[src/hdl/cst_pkg.sv]
// Constants and types of the clock select and interval timer block.
// Overview of operation
// - CPU speed field resets to zero, giving 3 MHz from the internal oscillator.
// - Speed codes pick divide by 8,4,2,16,32,128; codes 011 and 111 reserved.
// - CPU speed register decodes only while the io bank select flag is set.
// - Crystal select bit makes the crystal the external clock source.
// - Crystal enable takes clock input from crystal and forces both pin enables off.
// - Bit 2 set bypasses the input glitch filter; clear routes through it.
// - Clock-out select picks 24 MHz, external, 32 kHz or divided CPU clock.
// - Interval prescaler divides its source by 1, 2, 3 or 4.
// - Interval source picks 24 MHz, external, 32 kHz or capture timer clock.
// - Interval timer counts down 12 bits and reloads on the clock after zero.
// - Every reload raises an interrupt request.
// - Reload value stays readable and writable while counting; firmware avoids half writes.
// - Capture divider divides by 2, 4, 6 or 8 and resets to code 10.
// - Capture source picks 24 MHz, external, 32 kHz, or stops the clock.
// - The 1024 us tick is counted from the capture timer clock.
// - Source switches need both clocks running; no switch away from stopped capture clock.
// - Fine offset bits 7..5 add 7.5, 15 and 30 kHz; reset to zero.
// - Gain field bits scale the offset step; lower values give larger steps.
// - Trimmed fields have undefined reset contents and are loaded by boot firmware; here reset clears them to zero.
// - Low-power bit puts the 32 kHz oscillator into its reduced accuracy mode.
// - CPU source select bit chooses internal 24 MHz when 0, external when 1.
package cst_pkg;
    localparam logic [7:0] CST_OFF_CPU_SRC = 8'h30;
    localparam logic [7:0] CST_OFF_TMR_CFG = 8'h31;
    localparam logic [7:0] CST_OFF_PIN_CFG = 8'h32;
    localparam logic [7:0] CST_OFF_MAIN_TRIM = 8'h34;
    localparam logic [7:0] CST_OFF_XTAL_TRIM = 8'h35;
    localparam logic [7:0] CST_OFF_SLOW_TRIM = 8'h36;
    localparam logic [7:0] CST_OFF_RELOAD_LO = 8'h40;
    localparam logic [7:0] CST_OFF_RELOAD_HI = 8'h44;
    localparam logic [7:0] CST_OFF_CPU_SPEED = 8'hE0;
    localparam logic [7:0] CST_OFF_FLAGS = 8'hF0;
    localparam logic [7:0] CST_OFF_STATUS = 8'hF4;
    localparam logic [7:0] CST_RST_TMR_CFG = 8'h8F;
    localparam logic [7:0] CST_RST_PIN_CFG = 8'h00;
    localparam logic [7:0] CST_RST_TRIM = 8'h00;
    localparam logic [2:0] CST_RST_SPEED = 3'h0;
    localparam logic [7:0] CST_MASK_PIN_CFG = 8'h1F;
    localparam logic [7:0] CST_MASK_XTAL_TRIM = 8'h1D;
    localparam logic [7:0] CST_MASK_SLOW_TRIM = 8'hBF;
    localparam int CST_BIT_XSEL = 4;
    localparam int CST_BIT_XEN = 3;
    localparam int CST_BIT_FBYP = 2;
    localparam int CST_BIT_LOWPWR = 7;
    localparam int CST_TICK_DIV = 4096;
    localparam int CST_CLK_NS = 20;
    typedef struct packed {
        logic [1:0] cap_div;
        logic [1:0] cap_src;
        logic [1:0] itm_div;
        logic [1:0] itm_src;
    } cst_tmr_cfg_t;
    typedef struct packed {
        logic osc_main;
        logic osc_slow;
        logic xtal;
        logic pin0;
    } cst_src_t;
    typedef enum logic [2:0] {
        CST_IDLE = 3'b001,
        CST_RESP = 3'b010,
        CST_RDAT = 3'b100
    } cst_bus_t;
endpackage

[src/hdl/cst_clock_select.sv]
// Clock selection, dividers, interval timer and trim registers with AXI4-Lite access.
//
// Our own choice: the AXI4-Lite register port.
`timescale 1ns/1ns
module cst_clock_select #(
    parameter int TIMER_BITS = 12,
    parameter int TICK_DIV = cst_pkg::CST_TICK_DIV
) (
    // Clock and reset.
    input wire logic aclk,
    input wire logic aresetn,
    // AXI4-Lite write channels.
    input wire logic [9:0] s_axi_awaddr,
    input wire logic s_axi_awvalid,
    output logic s_axi_awready,
    input wire logic [31:0] s_axi_wdata,
    input wire logic [3:0] s_axi_wstrb,
    input wire logic s_axi_wvalid,
    output logic s_axi_wready,
    output logic [1:0] s_axi_bresp,
    output logic s_axi_bvalid,
    input wire logic s_axi_bready,
    // AXI4-Lite read channels.
    input wire logic [9:0] s_axi_araddr,
    input wire logic s_axi_arvalid,
    output logic s_axi_arready,
    output logic [31:0] s_axi_rdata,
    output logic [1:0] s_axi_rresp,
    output logic s_axi_rvalid,
    input wire logic s_axi_rready,
    // Clock sources, sampled as levels.
    input wire cst_pkg::cst_src_t src_in,
    // Pin and oscillator controls.
    output logic cpu_core_clock_en,
    output logic clock_out_pin,
    output logic ext_clock_in_pin,
    output logic port0_pin0_oe_n_force,
    output logic port0_pin1_oe_n_force,
    output logic input_glitch_filter_en,
    output logic crystal_osc_en,
    output logic low_power_osc_lowpwr,
    output logic [7:0] internal_main_osc_trim,
    output logic [7:0] crystal_osc_trim,
    output logic [7:0] low_power_osc_trim,
    // Events.
    output logic interval_irq,
    output logic tick_1024us
);
    import cst_pkg::*;

    // The tick counter is 13 bits wide, so the divider must fit in it.
    if (TIMER_BITS != 12 || TICK_DIV < 2 || TICK_DIV > 8192) begin
        $error("cst_clock_select: unsupported parameters");
    end

    // Sources come from foreign domains; two flops before any use.
    cst_src_t src_s1_reg, src_s2_reg, src_s3_reg;
    always_ff @(posedge aclk) begin
        if (!aresetn) begin
            src_s1_reg <= '0;
            src_s2_reg <= '0;
            src_s3_reg <= '0;
        end else begin
            src_s1_reg <= src_in;
            src_s2_reg <= src_s1_reg;
            src_s3_reg <= src_s2_reg;
        end
    end
    // Rising edges of the synchronised sources act as enable pulses.
    wire cst_src_t src_rise = src_s2_reg & ~src_s3_reg;

    // Registers.
    logic cpu_src_reg;
    logic [2:0] speed_reg;
    logic bank_reg;
    cst_tmr_cfg_t tmr_reg;
    logic [7:0] pin_reg, main_trim_reg, xtal_trim_reg, slow_trim_reg;
    logic [11:0] reload_reg;

    // External source: crystal if selected or enabled, else the pin through optional filter.
    wire xsel = pin_reg[CST_BIT_XSEL];
    wire xen = pin_reg[CST_BIT_XEN];
    wire ext_clock_in_pin_raw = xen ? src_s2_reg.xtal : src_s2_reg.pin0;
    wire ext_clock_in_pin_rise = xen ? src_rise.xtal : src_rise.pin0;
    wire ext_rise = xsel ? src_rise.xtal : ext_clock_in_pin_rise;
    wire ext_lvl = xsel ? src_s2_reg.xtal : ext_clock_in_pin_raw;

    // Capture clock source and even divider.
    wire cap_src_rise = (tmr_reg.cap_src == 2'h0) ? src_rise.osc_main :
        (tmr_reg.cap_src == 2'h1) ? ext_clock_in_pin_rise :
        (tmr_reg.cap_src == 2'h2) ? src_rise.osc_slow : 1'b0;
    logic [2:0] cap_cnt_reg;
    wire [2:0] cap_last = {tmr_reg.cap_div, 1'b1};
    wire cap_en = cap_src_rise && (cap_cnt_reg == cap_last);
    always_ff @(posedge aclk) begin
        if (!aresetn) begin
            cap_cnt_reg <= 3'h0;
        end else if (cap_src_rise) begin
            cap_cnt_reg <= cap_en ? 3'h0 : cap_cnt_reg + 3'h1;
        end
    end

    // Fixed tick counted from the capture clock.
    logic [12:0] tick_cnt_reg;
    logic tick_reg;
    wire tick_wrap = cap_en && (tick_cnt_reg == 13'(TICK_DIV - 1));
    always_ff @(posedge aclk) begin
        if (!aresetn) begin
            tick_cnt_reg <= 13'h0;
            tick_reg <= 1'b0;
        end else begin
            tick_reg <= tick_wrap;
            if (cap_en) begin
                tick_cnt_reg <= tick_wrap ? 13'h0 : tick_cnt_reg + 13'h1;
            end
        end
    end

    // Interval clock source and 1..4 prescaler.
    wire itm_src_rise = (tmr_reg.itm_src == 2'h0) ? src_rise.osc_main :
        (tmr_reg.itm_src == 2'h1) ? ext_rise :
        (tmr_reg.itm_src == 2'h2) ? src_rise.osc_slow : cap_en;
    logic [1:0] itm_cnt_reg;
    wire itm_en = itm_src_rise && (itm_cnt_reg == tmr_reg.itm_div);
    always_ff @(posedge aclk) begin
        if (!aresetn) begin
            itm_cnt_reg <= 2'h0;
        end else if (itm_src_rise) begin
            itm_cnt_reg <= itm_en ? 2'h0 : itm_cnt_reg + 2'h1;
        end
    end

    // Interval down counter; a zero count spends one clock on the reload.
    logic [11:0] count_reg;
    logic irq_reg;
    wire reload_now = itm_en && (count_reg == 12'h000);
    always_ff @(posedge aclk) begin
        if (!aresetn) begin
            count_reg <= 12'h000;
            irq_reg <= 1'b0;
        end else begin
            irq_reg <= reload_now;
            if (itm_en) begin
                count_reg <= reload_now ? reload_reg : count_reg - 12'h001;
            end
        end
    end

    // CPU clock divider: speed code selects the power of two.
    function automatic logic [6:0] speed_last(input logic [2:0] code);
        case (code)
            3'h0: speed_last = 7'h07;
            3'h1: speed_last = 7'h03;
            3'h2: speed_last = 7'h01;
            3'h4: speed_last = 7'h0F;
            3'h5: speed_last = 7'h1F;
            3'h6: speed_last = 7'h7F;
            default: speed_last = 7'h07;
        endcase
    endfunction
    wire cpu_src_rise = cpu_src_reg ? ext_rise : src_rise.osc_main;
    logic [6:0] cpu_cnt_reg;
    logic cpu_en_reg;
    wire cpu_en = cpu_src_rise && (cpu_cnt_reg >= speed_last(speed_reg));
    always_ff @(posedge aclk) begin
        if (!aresetn) begin
            cpu_cnt_reg <= 7'h00;
            cpu_en_reg <= 1'b0;
        end else begin
            cpu_en_reg <= cpu_en;
            if (cpu_src_rise) begin
                cpu_cnt_reg <= cpu_en ? 7'h00 : cpu_cnt_reg + 7'h01;
            end
        end
    end

    // Clock-out mux; the divided CPU clock appears as its enable pulse.
    wire cout_next = (pin_reg[1:0] == 2'h0) ? src_s2_reg.osc_main :
        (pin_reg[1:0] == 2'h1) ? ext_lvl :
        (pin_reg[1:0] == 2'h2) ? src_s2_reg.osc_slow : cpu_en;

    // AXI4-Lite slave.
    cst_bus_t wst_reg, rst_reg;
    logic aw_got_reg, w_got_reg, w_lane_reg;
    logic [7:0] aw_addr_reg, w_data_reg;
    logic [7:0] rd_data_reg;
    logic rd_err_reg, wr_err_reg;
    // Offsets are word indices; the byte address is four times the index.
    wire aw_take = s_axi_awvalid && s_axi_awready;
    wire w_take = s_axi_wvalid && s_axi_wready;
    wire have_aw = aw_got_reg || aw_take;
    wire have_w = w_got_reg || w_take;
    wire [7:0] waddr = aw_got_reg ? aw_addr_reg : s_axi_awaddr[9:2];
    wire [7:0] wdat = w_got_reg ? w_data_reg : s_axi_wdata[7:0];
    wire wlane = w_got_reg ? w_lane_reg : s_axi_wstrb[0];
    wire do_write = (wst_reg == CST_IDLE) && have_aw && have_w;
    function automatic logic addr_ok(input logic [7:0] a, input logic bank);
        addr_ok = (a == CST_OFF_CPU_SRC) || (a == CST_OFF_TMR_CFG) ||
            (a == CST_OFF_PIN_CFG) || (a == CST_OFF_MAIN_TRIM) ||
            (a == CST_OFF_XTAL_TRIM) || (a == CST_OFF_SLOW_TRIM) ||
            (a == CST_OFF_RELOAD_LO) || (a == CST_OFF_RELOAD_HI) ||
            (a == CST_OFF_FLAGS) || (a == CST_OFF_STATUS) ||
            ((a == CST_OFF_CPU_SPEED) && bank);
    endfunction
    wire wr_hit = do_write && wlane;
    wire wr_ok = addr_ok(waddr, bank_reg);
    wire wr_go = wr_hit && wr_ok;
    wire wr_speed = wr_go && (waddr == CST_OFF_CPU_SPEED) && bank_reg;

    always_ff @(posedge aclk) begin
        if (!aresetn) begin
            wst_reg <= CST_IDLE;
            aw_got_reg <= 1'b0;
            w_got_reg <= 1'b0;
            aw_addr_reg <= 8'h00;
            w_data_reg <= 8'h00;
            w_lane_reg <= 1'b0;
            wr_err_reg <= 1'b0;
        end else begin
            case (wst_reg)
                CST_IDLE: begin
                    if (aw_take) begin
                        aw_got_reg <= 1'b1;
                        aw_addr_reg <= s_axi_awaddr[9:2];
                    end
                    if (w_take) begin
                        w_got_reg <= 1'b1;
                        w_data_reg <= s_axi_wdata[7:0];
                        w_lane_reg <= s_axi_wstrb[0];
                    end
                    if (do_write) begin
                        wst_reg <= CST_RESP;
                        wr_err_reg <= !wr_ok;
                        aw_got_reg <= 1'b0;
                        w_got_reg <= 1'b0;
                    end
                end
                CST_RESP: begin
                    if (s_axi_bready) begin
                        wst_reg <= CST_IDLE;
                    end
                end
                default: wst_reg <= CST_IDLE;
            endcase
        end
    end

    // Register writes; reset loads CST_RST_TRIM (zero) into the trimmed fields.
    always_ff @(posedge aclk) begin
        if (!aresetn) begin
            cpu_src_reg <= 1'b0;
            speed_reg <= CST_RST_SPEED;
            bank_reg <= 1'b0;
            tmr_reg <= CST_RST_TMR_CFG;
            pin_reg <= CST_RST_PIN_CFG;
            main_trim_reg <= CST_RST_TRIM;
            xtal_trim_reg <= CST_RST_TRIM;
            slow_trim_reg <= CST_RST_TRIM;
            reload_reg <= 12'h000;
        end else if (wr_go) begin
            case (waddr)
                CST_OFF_CPU_SRC: cpu_src_reg <= wdat[0];
                CST_OFF_TMR_CFG: begin
                    // A stopped capture clock cannot be left by the interval source.
                    if (tmr_reg.itm_src == 2'h3 && tmr_reg.cap_src == 2'h3) begin
                        tmr_reg <= {wdat[7:2], 2'h3};
                    end else begin
                        tmr_reg <= wdat;
                    end
                end
                CST_OFF_PIN_CFG: pin_reg <= wdat & CST_MASK_PIN_CFG;
                CST_OFF_MAIN_TRIM: main_trim_reg <= wdat;
                CST_OFF_XTAL_TRIM: xtal_trim_reg <= wdat & CST_MASK_XTAL_TRIM;
                CST_OFF_SLOW_TRIM: slow_trim_reg <= wdat & CST_MASK_SLOW_TRIM;
                CST_OFF_RELOAD_LO: reload_reg[7:0] <= wdat;
                CST_OFF_RELOAD_HI: reload_reg[11:8] <= wdat[3:0];
                CST_OFF_FLAGS: bank_reg <= wdat[0];
                default: begin
                    if (wr_speed) begin
                        speed_reg <= wdat[2:0];
                    end
                end
            endcase
        end
    end

    // Read path.
    wire r_take = s_axi_arvalid && s_axi_arready;
    wire [7:0] raddr = s_axi_araddr[9:2];
    wire r_ok = addr_ok(raddr, bank_reg);
    wire [7:0] rmux = (raddr == CST_OFF_CPU_SRC) ? {7'h00, cpu_src_reg} :
        (raddr == CST_OFF_TMR_CFG) ? tmr_reg :
        (raddr == CST_OFF_PIN_CFG) ? pin_reg :
        (raddr == CST_OFF_MAIN_TRIM) ? main_trim_reg :
        (raddr == CST_OFF_XTAL_TRIM) ? xtal_trim_reg :
        (raddr == CST_OFF_SLOW_TRIM) ? slow_trim_reg :
        (raddr == CST_OFF_RELOAD_LO) ? reload_reg[7:0] :
        (raddr == CST_OFF_RELOAD_HI) ? {4'h0, reload_reg[11:8]} :
        (raddr == CST_OFF_FLAGS) ? {7'h00, bank_reg} :
        (raddr == CST_OFF_STATUS) ? count_reg[7:0] :
        (raddr == CST_OFF_CPU_SPEED && bank_reg) ? {5'h00, speed_reg} : 8'h00;
    // Ready flops announce one cycle ahead whether the next edge may take a request.
    wire aw_rdy_next = (wst_reg == CST_IDLE) ? (!do_write && !have_aw) :
        ((wst_reg == CST_RESP) && s_axi_bready);
    wire w_rdy_next = (wst_reg == CST_IDLE) ? (!do_write && !have_w) :
        ((wst_reg == CST_RESP) && s_axi_bready);
    wire ar_rdy_next = (rst_reg == CST_IDLE) ? !r_take :
        ((rst_reg == CST_RDAT) && s_axi_rready);
    always_ff @(posedge aclk) begin
        if (!aresetn) begin
            rst_reg <= CST_IDLE;
            rd_data_reg <= 8'h00;
            rd_err_reg <= 1'b0;
        end else begin
            case (rst_reg)
                CST_IDLE: begin
                    if (r_take) begin
                        rst_reg <= CST_RDAT;
                        rd_data_reg <= r_ok ? rmux : 8'h00;
                        rd_err_reg <= !r_ok;
                    end
                end
                CST_RDAT: begin
                    if (s_axi_rready) begin
                        rst_reg <= CST_IDLE;
                    end
                end
                default: rst_reg <= CST_IDLE;
            endcase
        end
    end

    // Registered outputs.
    always_ff @(posedge aclk) begin
        if (!aresetn) begin
            s_axi_awready <= 1'b0;
            s_axi_wready <= 1'b0;
            s_axi_arready <= 1'b0;
            clock_out_pin <= 1'b0;
            ext_clock_in_pin <= 1'b0;
            port0_pin0_oe_n_force <= 1'b0;
            port0_pin1_oe_n_force <= 1'b0;
            input_glitch_filter_en <= 1'b1;
            crystal_osc_en <= 1'b0;
            low_power_osc_lowpwr <= 1'b0;
        end else begin
            s_axi_awready <= aw_rdy_next;
            s_axi_wready <= w_rdy_next;
            s_axi_arready <= ar_rdy_next;
            clock_out_pin <= cout_next;
            ext_clock_in_pin <= ext_clock_in_pin_raw;
            port0_pin0_oe_n_force <= xen;
            port0_pin1_oe_n_force <= xen;
            input_glitch_filter_en <= !pin_reg[CST_BIT_FBYP];
            crystal_osc_en <= xen;
            low_power_osc_lowpwr <= slow_trim_reg[CST_BIT_LOWPWR];
        end
    end
    assign s_axi_bvalid = (wst_reg == CST_RESP);
    assign s_axi_bresp = wr_err_reg ? 2'h2 : 2'h0;
    assign s_axi_rvalid = (rst_reg == CST_RDAT);
    assign s_axi_rdata = {24'h000000, rd_data_reg};
    assign s_axi_rresp = rd_err_reg ? 2'h2 : 2'h0;
    assign cpu_core_clock_en = cpu_en_reg;
    assign interval_irq = irq_reg;
    assign tick_1024us = tick_reg;
    assign internal_main_osc_trim = main_trim_reg;
    assign crystal_osc_trim = xtal_trim_reg;
    assign low_power_osc_trim = slow_trim_reg;

    chk_irq_after_zero: assert property (@(posedge aclk) disable iff (!aresetn)
        (itm_en && count_reg == 12'h000) |=> interval_irq)
        else $error("interrupt missing after reload");
    chk_irq_one_cycle: assert property (@(posedge aclk) disable iff (!aresetn)
        interval_irq |=> !interval_irq)
        else $error("interrupt longer than one cycle");
    chk_reload_load: assert property (@(posedge aclk) disable iff (!aresetn)
        (itm_en && count_reg == 12'h000) |=> count_reg == $past(reload_reg))
        else $error("reload value not loaded");
    chk_count_down: assert property (@(posedge aclk) disable iff (!aresetn)
        (itm_en && count_reg != 12'h000) |=> count_reg == $past(count_reg) - 12'h001)
        else $error("counter did not step down");
    chk_oe_forced: assert property (@(posedge aclk) disable iff (!aresetn)
        $rose(xen) |=> port0_pin0_oe_n_force && port0_pin1_oe_n_force)
        else $error("pin enables not forced off");
    chk_filter_bypass: assert property (@(posedge aclk) disable iff (!aresetn)
        $changed(pin_reg[CST_BIT_FBYP]) |=> input_glitch_filter_en != pin_reg[CST_BIT_FBYP])
        else $error("glitch filter control wrong");
    chk_speed_bank: assert property (@(posedge aclk) disable iff (!aresetn)
        (do_write && !bank_reg) |=> $stable(speed_reg))
        else $error("speed changed outside second bank");
    chk_cap_stop: assert property (@(posedge aclk) disable iff (!aresetn)
        (tmr_reg.cap_src == 2'h3) |-> !cap_en)
        else $error("stopped capture clock still ticks");
    chk_stuck_itm: assert property (@(posedge aclk) disable iff (!aresetn)
        (tmr_reg.itm_src == 2'h3 && tmr_reg.cap_src == 2'h3) |=> tmr_reg.itm_src == 2'h3)
        else $error("left a stopped capture clock");
endmodule

[config.mk]
export PLATFORM = sky130hd
export DESIGN_NAME = cst_clock_select
export DESIGN_NICKNAME = d
export VERILOG_FILES = /design/src/hdl/cst_pkg.sv /design/src/hdl/cst_clock_select.sv
export SDC_FILE = /design/constraint.sdc
export NUM_CORES = 1
export LEC_CHECK = 0
export BUFFER_PORTS_ARGS = -buffer_cell sky130_fd_sc_hd__buf_2
export CAP_MARGIN = 20
export CORE_MARGIN = 2
export CORE_UTILIZATION = 56
export CTS_CLUSTER_DIAMETER = 150
export DETAILED_ROUTE_END_ITERATION = 10
export PLACE_DENSITY = 0.85
export SKIP_LAST_GASP = 1
export SYNTH_ARGS = -nofsm -noshare
export SYNTH_HDL_FRONTEND = slang
export SYNTH_SLANG_ARGS = --single-unit
[constraint.sdc]
create_clock -name aclk -period 5.7 [get_ports aclk]
set_clock_uncertainty 0.15 [all_clocks]
set_input_delay 0.57 -clock aclk [delete_from_list [all_inputs] [get_ports aclk]]
set_output_delay 0.57 -clock aclk [all_outputs]
set_load 0.03 [all_outputs]
**Yosys cells after proc, flatten, opt, wreduce, memory -nomap -nowiden**

Cells that the tools add are included.

- Latch bits: 0
- RAM bits: 0
- Bits in read-only memories: 0
- Logic and storage cells: 232
- Memories kept: 0
- Input bits: 67
- Register bits: 144
- Output and inout port bits: 75

- Muxes and demuxes: 51
- $add $sub $neg: 5
- Reduce and logical (&&, ||, !) cells: 75
- Magnitude comparators: 1
- Multipliers: 0
- Bitwise operators: 3
- Equality and inequality tests: 46
- Divide/modulo/power cells: 0
- Shift-type cells: 0

Operators with widths:

| kind | number |
|---|---|
| 2-to-1 mux 8 bit | 13 |
| == test 8 x 6 -> 1 bit, second input constant | 12 |
| == test 8 bit, second input constant | 6 |
| case mux 7 bit (5 select lines) | 1 |
| AND reduction 2 bit | 17 |
| == test 8 x 7 -> 1 bit, second input constant | 4 |
| logical OR 1 bit | 22 |
| 2-to-1 mux 1 bit | 22 |
| logical AND 1 bit | 21 |
| 2-to-1 mux 3 bit | 6 |
| adder 13 x 1 -> 13 bit, second input constant | 1 |
| == test 13 x 12 -> 1 bit, second input constant | 1 |
| 2-to-1 mux 13 bit | 1 |
| == test 3 bit, second input constant | 4 |
| logical NOT 12 bit | 1 |
| 2-to-1 mux 12 bit | 1 |
| case mux 3 bit (2 select lines) | 2 |
| subtractor 12 x 1 -> 12 bit, second input constant | 1 |
| == test 2 bit, second input constant | 5 |
| == test 3 x 1 -> 1 bit, second input constant | 3 |
| OR reduction 9 bit | 1 |
| 2-to-1 mux 2 bit | 4 |
| adder 7 x 1 -> 7 bit, second input constant | 1 |
| greater-or-equal comparator 7 bit | 1 |
| other kinds (16) | 30 |

**Depth between registers and ports, before layout**

- Depth after elaboration: 16
- Mapped depth: 9
- Mapped depth without buffers: 9

**Worst setup path before layout**

No wires, ideal clock.

- Kind: register to register
- From: reg speed_reg[2]
- To: reg clock_out_pin
- Period minus slack after synthesis: 2452 ps
- Setup time: 65 ps
- Setup slack: 3248 ps
- Data arrival time: 2237 ps
- Buffers on the path: 1
- Cell stages (with the launch flop): 10
- Required time: 5485 ps
- Path through: dfxtp_1 clkbuf_1 nand3b_1 ha_1 o21a_1 o21ai_0 o311ai_0 nand2_1 mux4_2 nor2_1

- Word-level cells in the longest chain between the ends: 7
- Elaborated cells between the ends (all ways): 11
- Those cells by class: order compare (1); eq/ne (5); mux (4); reduce/logical (1)

RTL lines:

| element | line | source |
|---|---|---|
| from (decl) | cst_clock_select.sv:74 | `logic [2:0] speed_reg;` |
| from (signal assigned) | cst_clock_select.sv:280 | `speed_reg <= wdat[2:0];` |
| == test 3 bit (tied with other cells) | cst_clock_select.sv:151 | `case (code)` |
| case mux 7 bit (5 select lines) (*) | cst_clock_select.sv:151 |  |
| greater-or-equal comparator 7 bit (*) | cst_clock_select.sv:164 | `wire cpu_en = cpu_src_rise && (cpu_cnt_reg >= speed_last(speed_reg));` |
| logical AND 1 bit (*) | cst_clock_select.sv:164 |  |
| 2-to-1 mux 1 bit (*) | cst_clock_select.sv:180 | `(pin_reg[1:0] == 2'h2) ? src_s2_reg.osc_slow : cpu_en;` |
| 2-to-1 mux 1 bit (*) | cst_clock_select.sv:179 | `(pin_reg[1:0] == 2'h1) ? ext_lvl :` |
| 2-to-1 mux 1 bit (*) | cst_clock_select.sv:178 | `wire cout_next = (pin_reg[1:0] == 2'h0) ? src_s2_reg.osc_main :` |
| to (signal assigned) | cst_clock_select.sv:350 | `clock_out_pin <= cout_next;` |
| to (decl) | cst_clock_select.sv:35 | `output logic clock_out_pin,` |

Mark *: on every way between the ends. The rest lies on a longest branch, timed or not.
A chain may end at the register's enable or synchronous reset.

**Worst setup path after layout**

- From: reg w_got_reg
- To: reg tmr_reg[1] (netlist name)

- Word-level cells in the longest chain between the ends: 5
- Elaborated cells between the ends (all ways): 8
- Those cells by class: mux (3); reduce/logical (5)

RTL lines:

| element | line | source |
|---|---|---|
| from (decl) | cst_clock_select.sv:184 | `logic aw_got_reg, w_got_reg, w_lane_reg;` |
| from (signal assigned) | cst_clock_select.sv:214 | `w_got_reg <= 1'b0;` |
| from (signal assigned) | cst_clock_select.sv:227 | `w_got_reg <= 1'b1;` |
| from (signal assigned) | cst_clock_select.sv:235 | `w_got_reg <= 1'b0;` |
| logical OR 1 bit | cst_clock_select.sv:192 | `wire have_w = w_got_reg \|\| w_take;` |
| logical AND 1 bit | cst_clock_select.sv:196 | `wire do_write = (wst_reg == CST_IDLE) && have_aw && have_w;` |
| logical AND 1 bit | cst_clock_select.sv:205 | `wire wr_hit = do_write && wlane;` |
| logical AND 1 bit | cst_clock_select.sv:207 | `wire wr_go = wr_hit && wr_ok;` |
| AND reduction 2 bit (no source line) | - |  |
| to (signal assigned) | cst_clock_select.sv:266 | `tmr_reg <= {wdat[7:2], 2'h3};` |
| to (signal assigned) | cst_clock_select.sv:268 | `tmr_reg <= wdat;` |
| to (decl) | cst_clock_select.sv:76 | `cst_tmr_cfg_t tmr_reg;` |

Several ways; a longest one is shown, not always the timed one.

==> flow_metrics.env <==
export IMPL_status="completed"
export IMPL_pwr_share_clk_pct=46.5
export IMPL_cts_root_buffer="clkbuf_16"
export IMPL_dp_hpwl_um=12200
export IMPL_seqPwrFrac_pct=45.2
export IMPL_grt_overflow_total=0
export IMPL_fmax_mhz=342
export IMPL_power_internal_mw=1.68
export IMPL_final_common_cell="dfxtp_1"
export IMPL_worstPathCellList="a21oi_1 -> nor3b_2 -> nand2_1 -> nor2_1 -> nor3_1 -> a31oi_1"
export IMPL_cp_top_family="simple AND/OR/NAND/NOR gates"
export IMPL_synthCells=849
export IMPL_synth_seq_area_share_pct=40.1
export IMPL_start_util_pct=56.7
export IMPL_power_leakage_nw=2.99
export IMPL_post_drt_wl_per_cell_um=16.2
export IMPL_path_class="reg2reg"
export IMPL_critPathLaunchType="flip-flop"
export IMPL_timing_final_crit_period_ns=2.93
export IMPL_die_x_um=117
export IMPL_min_from="src_in[0]"
export IMPL_r2r_start="w_got_reg"
export IMPL_hp_class="in2reg"
export IMPL_cts_tree="built"
export IMPL_cap_viol_max_count=0
export IMPL_crit_slowest_cell="dfxtp_1"
export IMPL_synth_edf_count=0
export IMPL_crit_buf_inv=0
export IMPL_slowest_delay_ns=0.71
export IMPL_ir_drop_v=0.000219
export IMPL_rsz0062_at_grt="false"
export IMPL_vias_per_cell=5.89
export IMPL_setup_viol=0
export IMPL_yosys_area_top_type="dfxtp_1"
export IMPL_synth_ff_type="dfxtp_1"
export IMPL_cts_resized=0
export IMPL_arrival_ns=3.13
export IMPL_drive_gt1_share_pct=14.2
export IMPL_finalSetupTns_ns=0
export IMPL_cts_buffer_depth=2
export IMPL_via_count=6404
export IMPL_yosys_register_bits=142
export IMPL_clkSinkCount=142
export IMPL_syn_area_per_cell_um2=8.35
export IMPL_grt_max_degree=53
export IMPL_place_congestion=0.903
export IMPL_drt_total_wl_um=17700
export IMPL_synthArstFlopShare_pct=0
export IMPL_yosysTopAreaCellShare_pct=40.1
export IMPL_layout_common_cells="dfxtp_1, nor2_1, nand2_1"
export IMPL_path_max_fanout=13
export IMPL_grt_first_pass_wirelength_um=27800
export IMPL_cts_buffers=17
export IMPL_postCtsHoldBufs=0
export IMPL_switching_share_pct=26.2
export IMPL_rows=41
export IMPL_drc=0
export IMPL_post_cts_buffers=0
export IMPL_grt_pass1_vias=5639
export IMPL_grt_usage_pct=26.4
export IMPL_clkLatencyLatePin_ns=0.44
export IMPL_fin_crit_sh_pct=51.4
export IMPL_slew_viol_final=0
export IMPL_antenna_cells=0
export IMPL_clkTransAtPathRegs_ns=0.06
export IMPL_synth_area_mm2=0.00709
export IMPL_finalPower_mw=2.28
export IMPL_pin_count=142
export IMPL_portBuffers=79
export IMPL_endpoint_kind="flip-flop"
export IMPL_maxSlewHeadroom_pct=33.1
export IMPL_antenna_found_initial=0
export IMPL_ant_nets=0
export IMPL_area_growth_pct=12.3
export IMPL_largest_register_ffs=13
export IMPL_ys_top_cells_by_area="dfxtp_1, nor2_1, mux2i_1"
export IMPL_drt_first_iter_violations=597
export IMPL_h_tree_depth=4
export IMPL_die_h_um=117
export IMPL_p_per_area_mw_per_mm2=286
export IMPL_pwr_share_comb_pct=8.3
export IMPL_fin_nets=980
export IMPL_synth_distinct_cells=76
export IMPL_hold_violations=0
export IMPL_cp_required_ns=5.91
export IMPL_first_pass_iters=5
export IMPL_yosysWarnings=0
export IMPL_netSwitchingPower_uw=597
export IMPL_cp_startpoint="w_got_reg"
export IMPL_design_area_mm2=0.00796
export IMPL_worst_pin_slew_ns=0.975
export IMPL_fp_dieArea_mm2=0.0136
export IMPL_coreArea_mm2=0.0125
export IMPL_placed_cell_area_mm2=0.00740
## area by class of cell
class                           instances  area, um2
Clock buffer                           20        447
Tap cell                              172        215
Sequential cell                       142       2840
Multi-Input combinational cell        641       3860
Fill cell                            1105       4550
Clock inverter                         12        113
Inverter                               20       75.1
Timing Repair Buffer                   81        410
## synth_stat cells (3+ instances only)
master,n
a31oi_1,6
o22ai_1,5
o211ai_1,5
and3_1,5
or3_1,12
o21ai_0,26
nor3_1,21
a21o_1,6
or4_1,6
buf_4,35
o31a_1,3
nand2b_1,9
nor4_1,6
o311ai_0,3
nand4b_1,3
nor2_1,111
nand3_1,22
nand3b_1,4
mux2_2,5
dfxtp_1,142
buf_1,4
xor2_1,9
nor4b_1,3
o21a_1,3
a21oi_1,53
xnor2_1,11
a22oi_1,11
ha_1,10
a211oi_1,32
nand2_1,90
buf_2,8
nor3b_1,5
nand4_1,9
nor2b_1,12
inv_1,19
and2_1,13
mux2i_1,36
clkbuf_1,29
o31ai_1,9
## power by group through the flow
stage / logic (mW) / registers, mW / clock network (mW)
final: 0.189 / 1.03 / 1.06
after global routing: 0.208 / 1.03 / 1.10
after CTS: 0.187 / 1.03 / 1.06
after detailed placement: 0.186 / 1.05 / 0
after global placement: 0.183 / 1.05 / 0
after floorplan: 0.155 / 1.05 / 0
## per-stage QoR
step,utilization [%],hold WS [ns],worst slack (ns),std cells
CTS,63.6,0.186,2.82,1088
global route,63.6,0.194,2.54,1088
detailed placement,59.2,0.261,2.81,1056
floorplan,-,0.222,3.25,879
global placement,59.2,0.260,2.85,1056
finish,63.6,0.189,2.77,1088
## worst paths after layout
check | cells past startpoint | slack [ns] | end
max | 6 | 2.77 | tmr_reg[1]
min reg2reg | 1 | 0.28 | input_glitch_filter_en
min | 2 | 0.19 | src_s1_reg[0]
max reg2reg | 6 | 2.77 | tmr_reg[1]
## logic make-up (layout without fill, tap and decap cells)
kind of cell               Yosys count  in the layout  share of synthesized area (%)
muxes                               42             42                           6.19
buffers and inverters               96            133                           7.07
and+or+nand+nor                    347            347                           23.9
AOI/OAI and AO/OA                  191            191                           18.4
DFF                                142            142                           40.1
adders and majority gates           10             10                           1.76
other                                1             31                         0.0529
xor gates and xnor gates            20             20                           2.47
## metal layers
layer  vias up  wire length [um]  GRT usage, %
met1      2948              7650          35.2
met3        59              1520          6.75
met4         0               664          12.9
li1       3086                 -             -
met2       311              7840          40.0
met5         -                 0             0
Note: power is estimated with default switching activity, not from simulation.
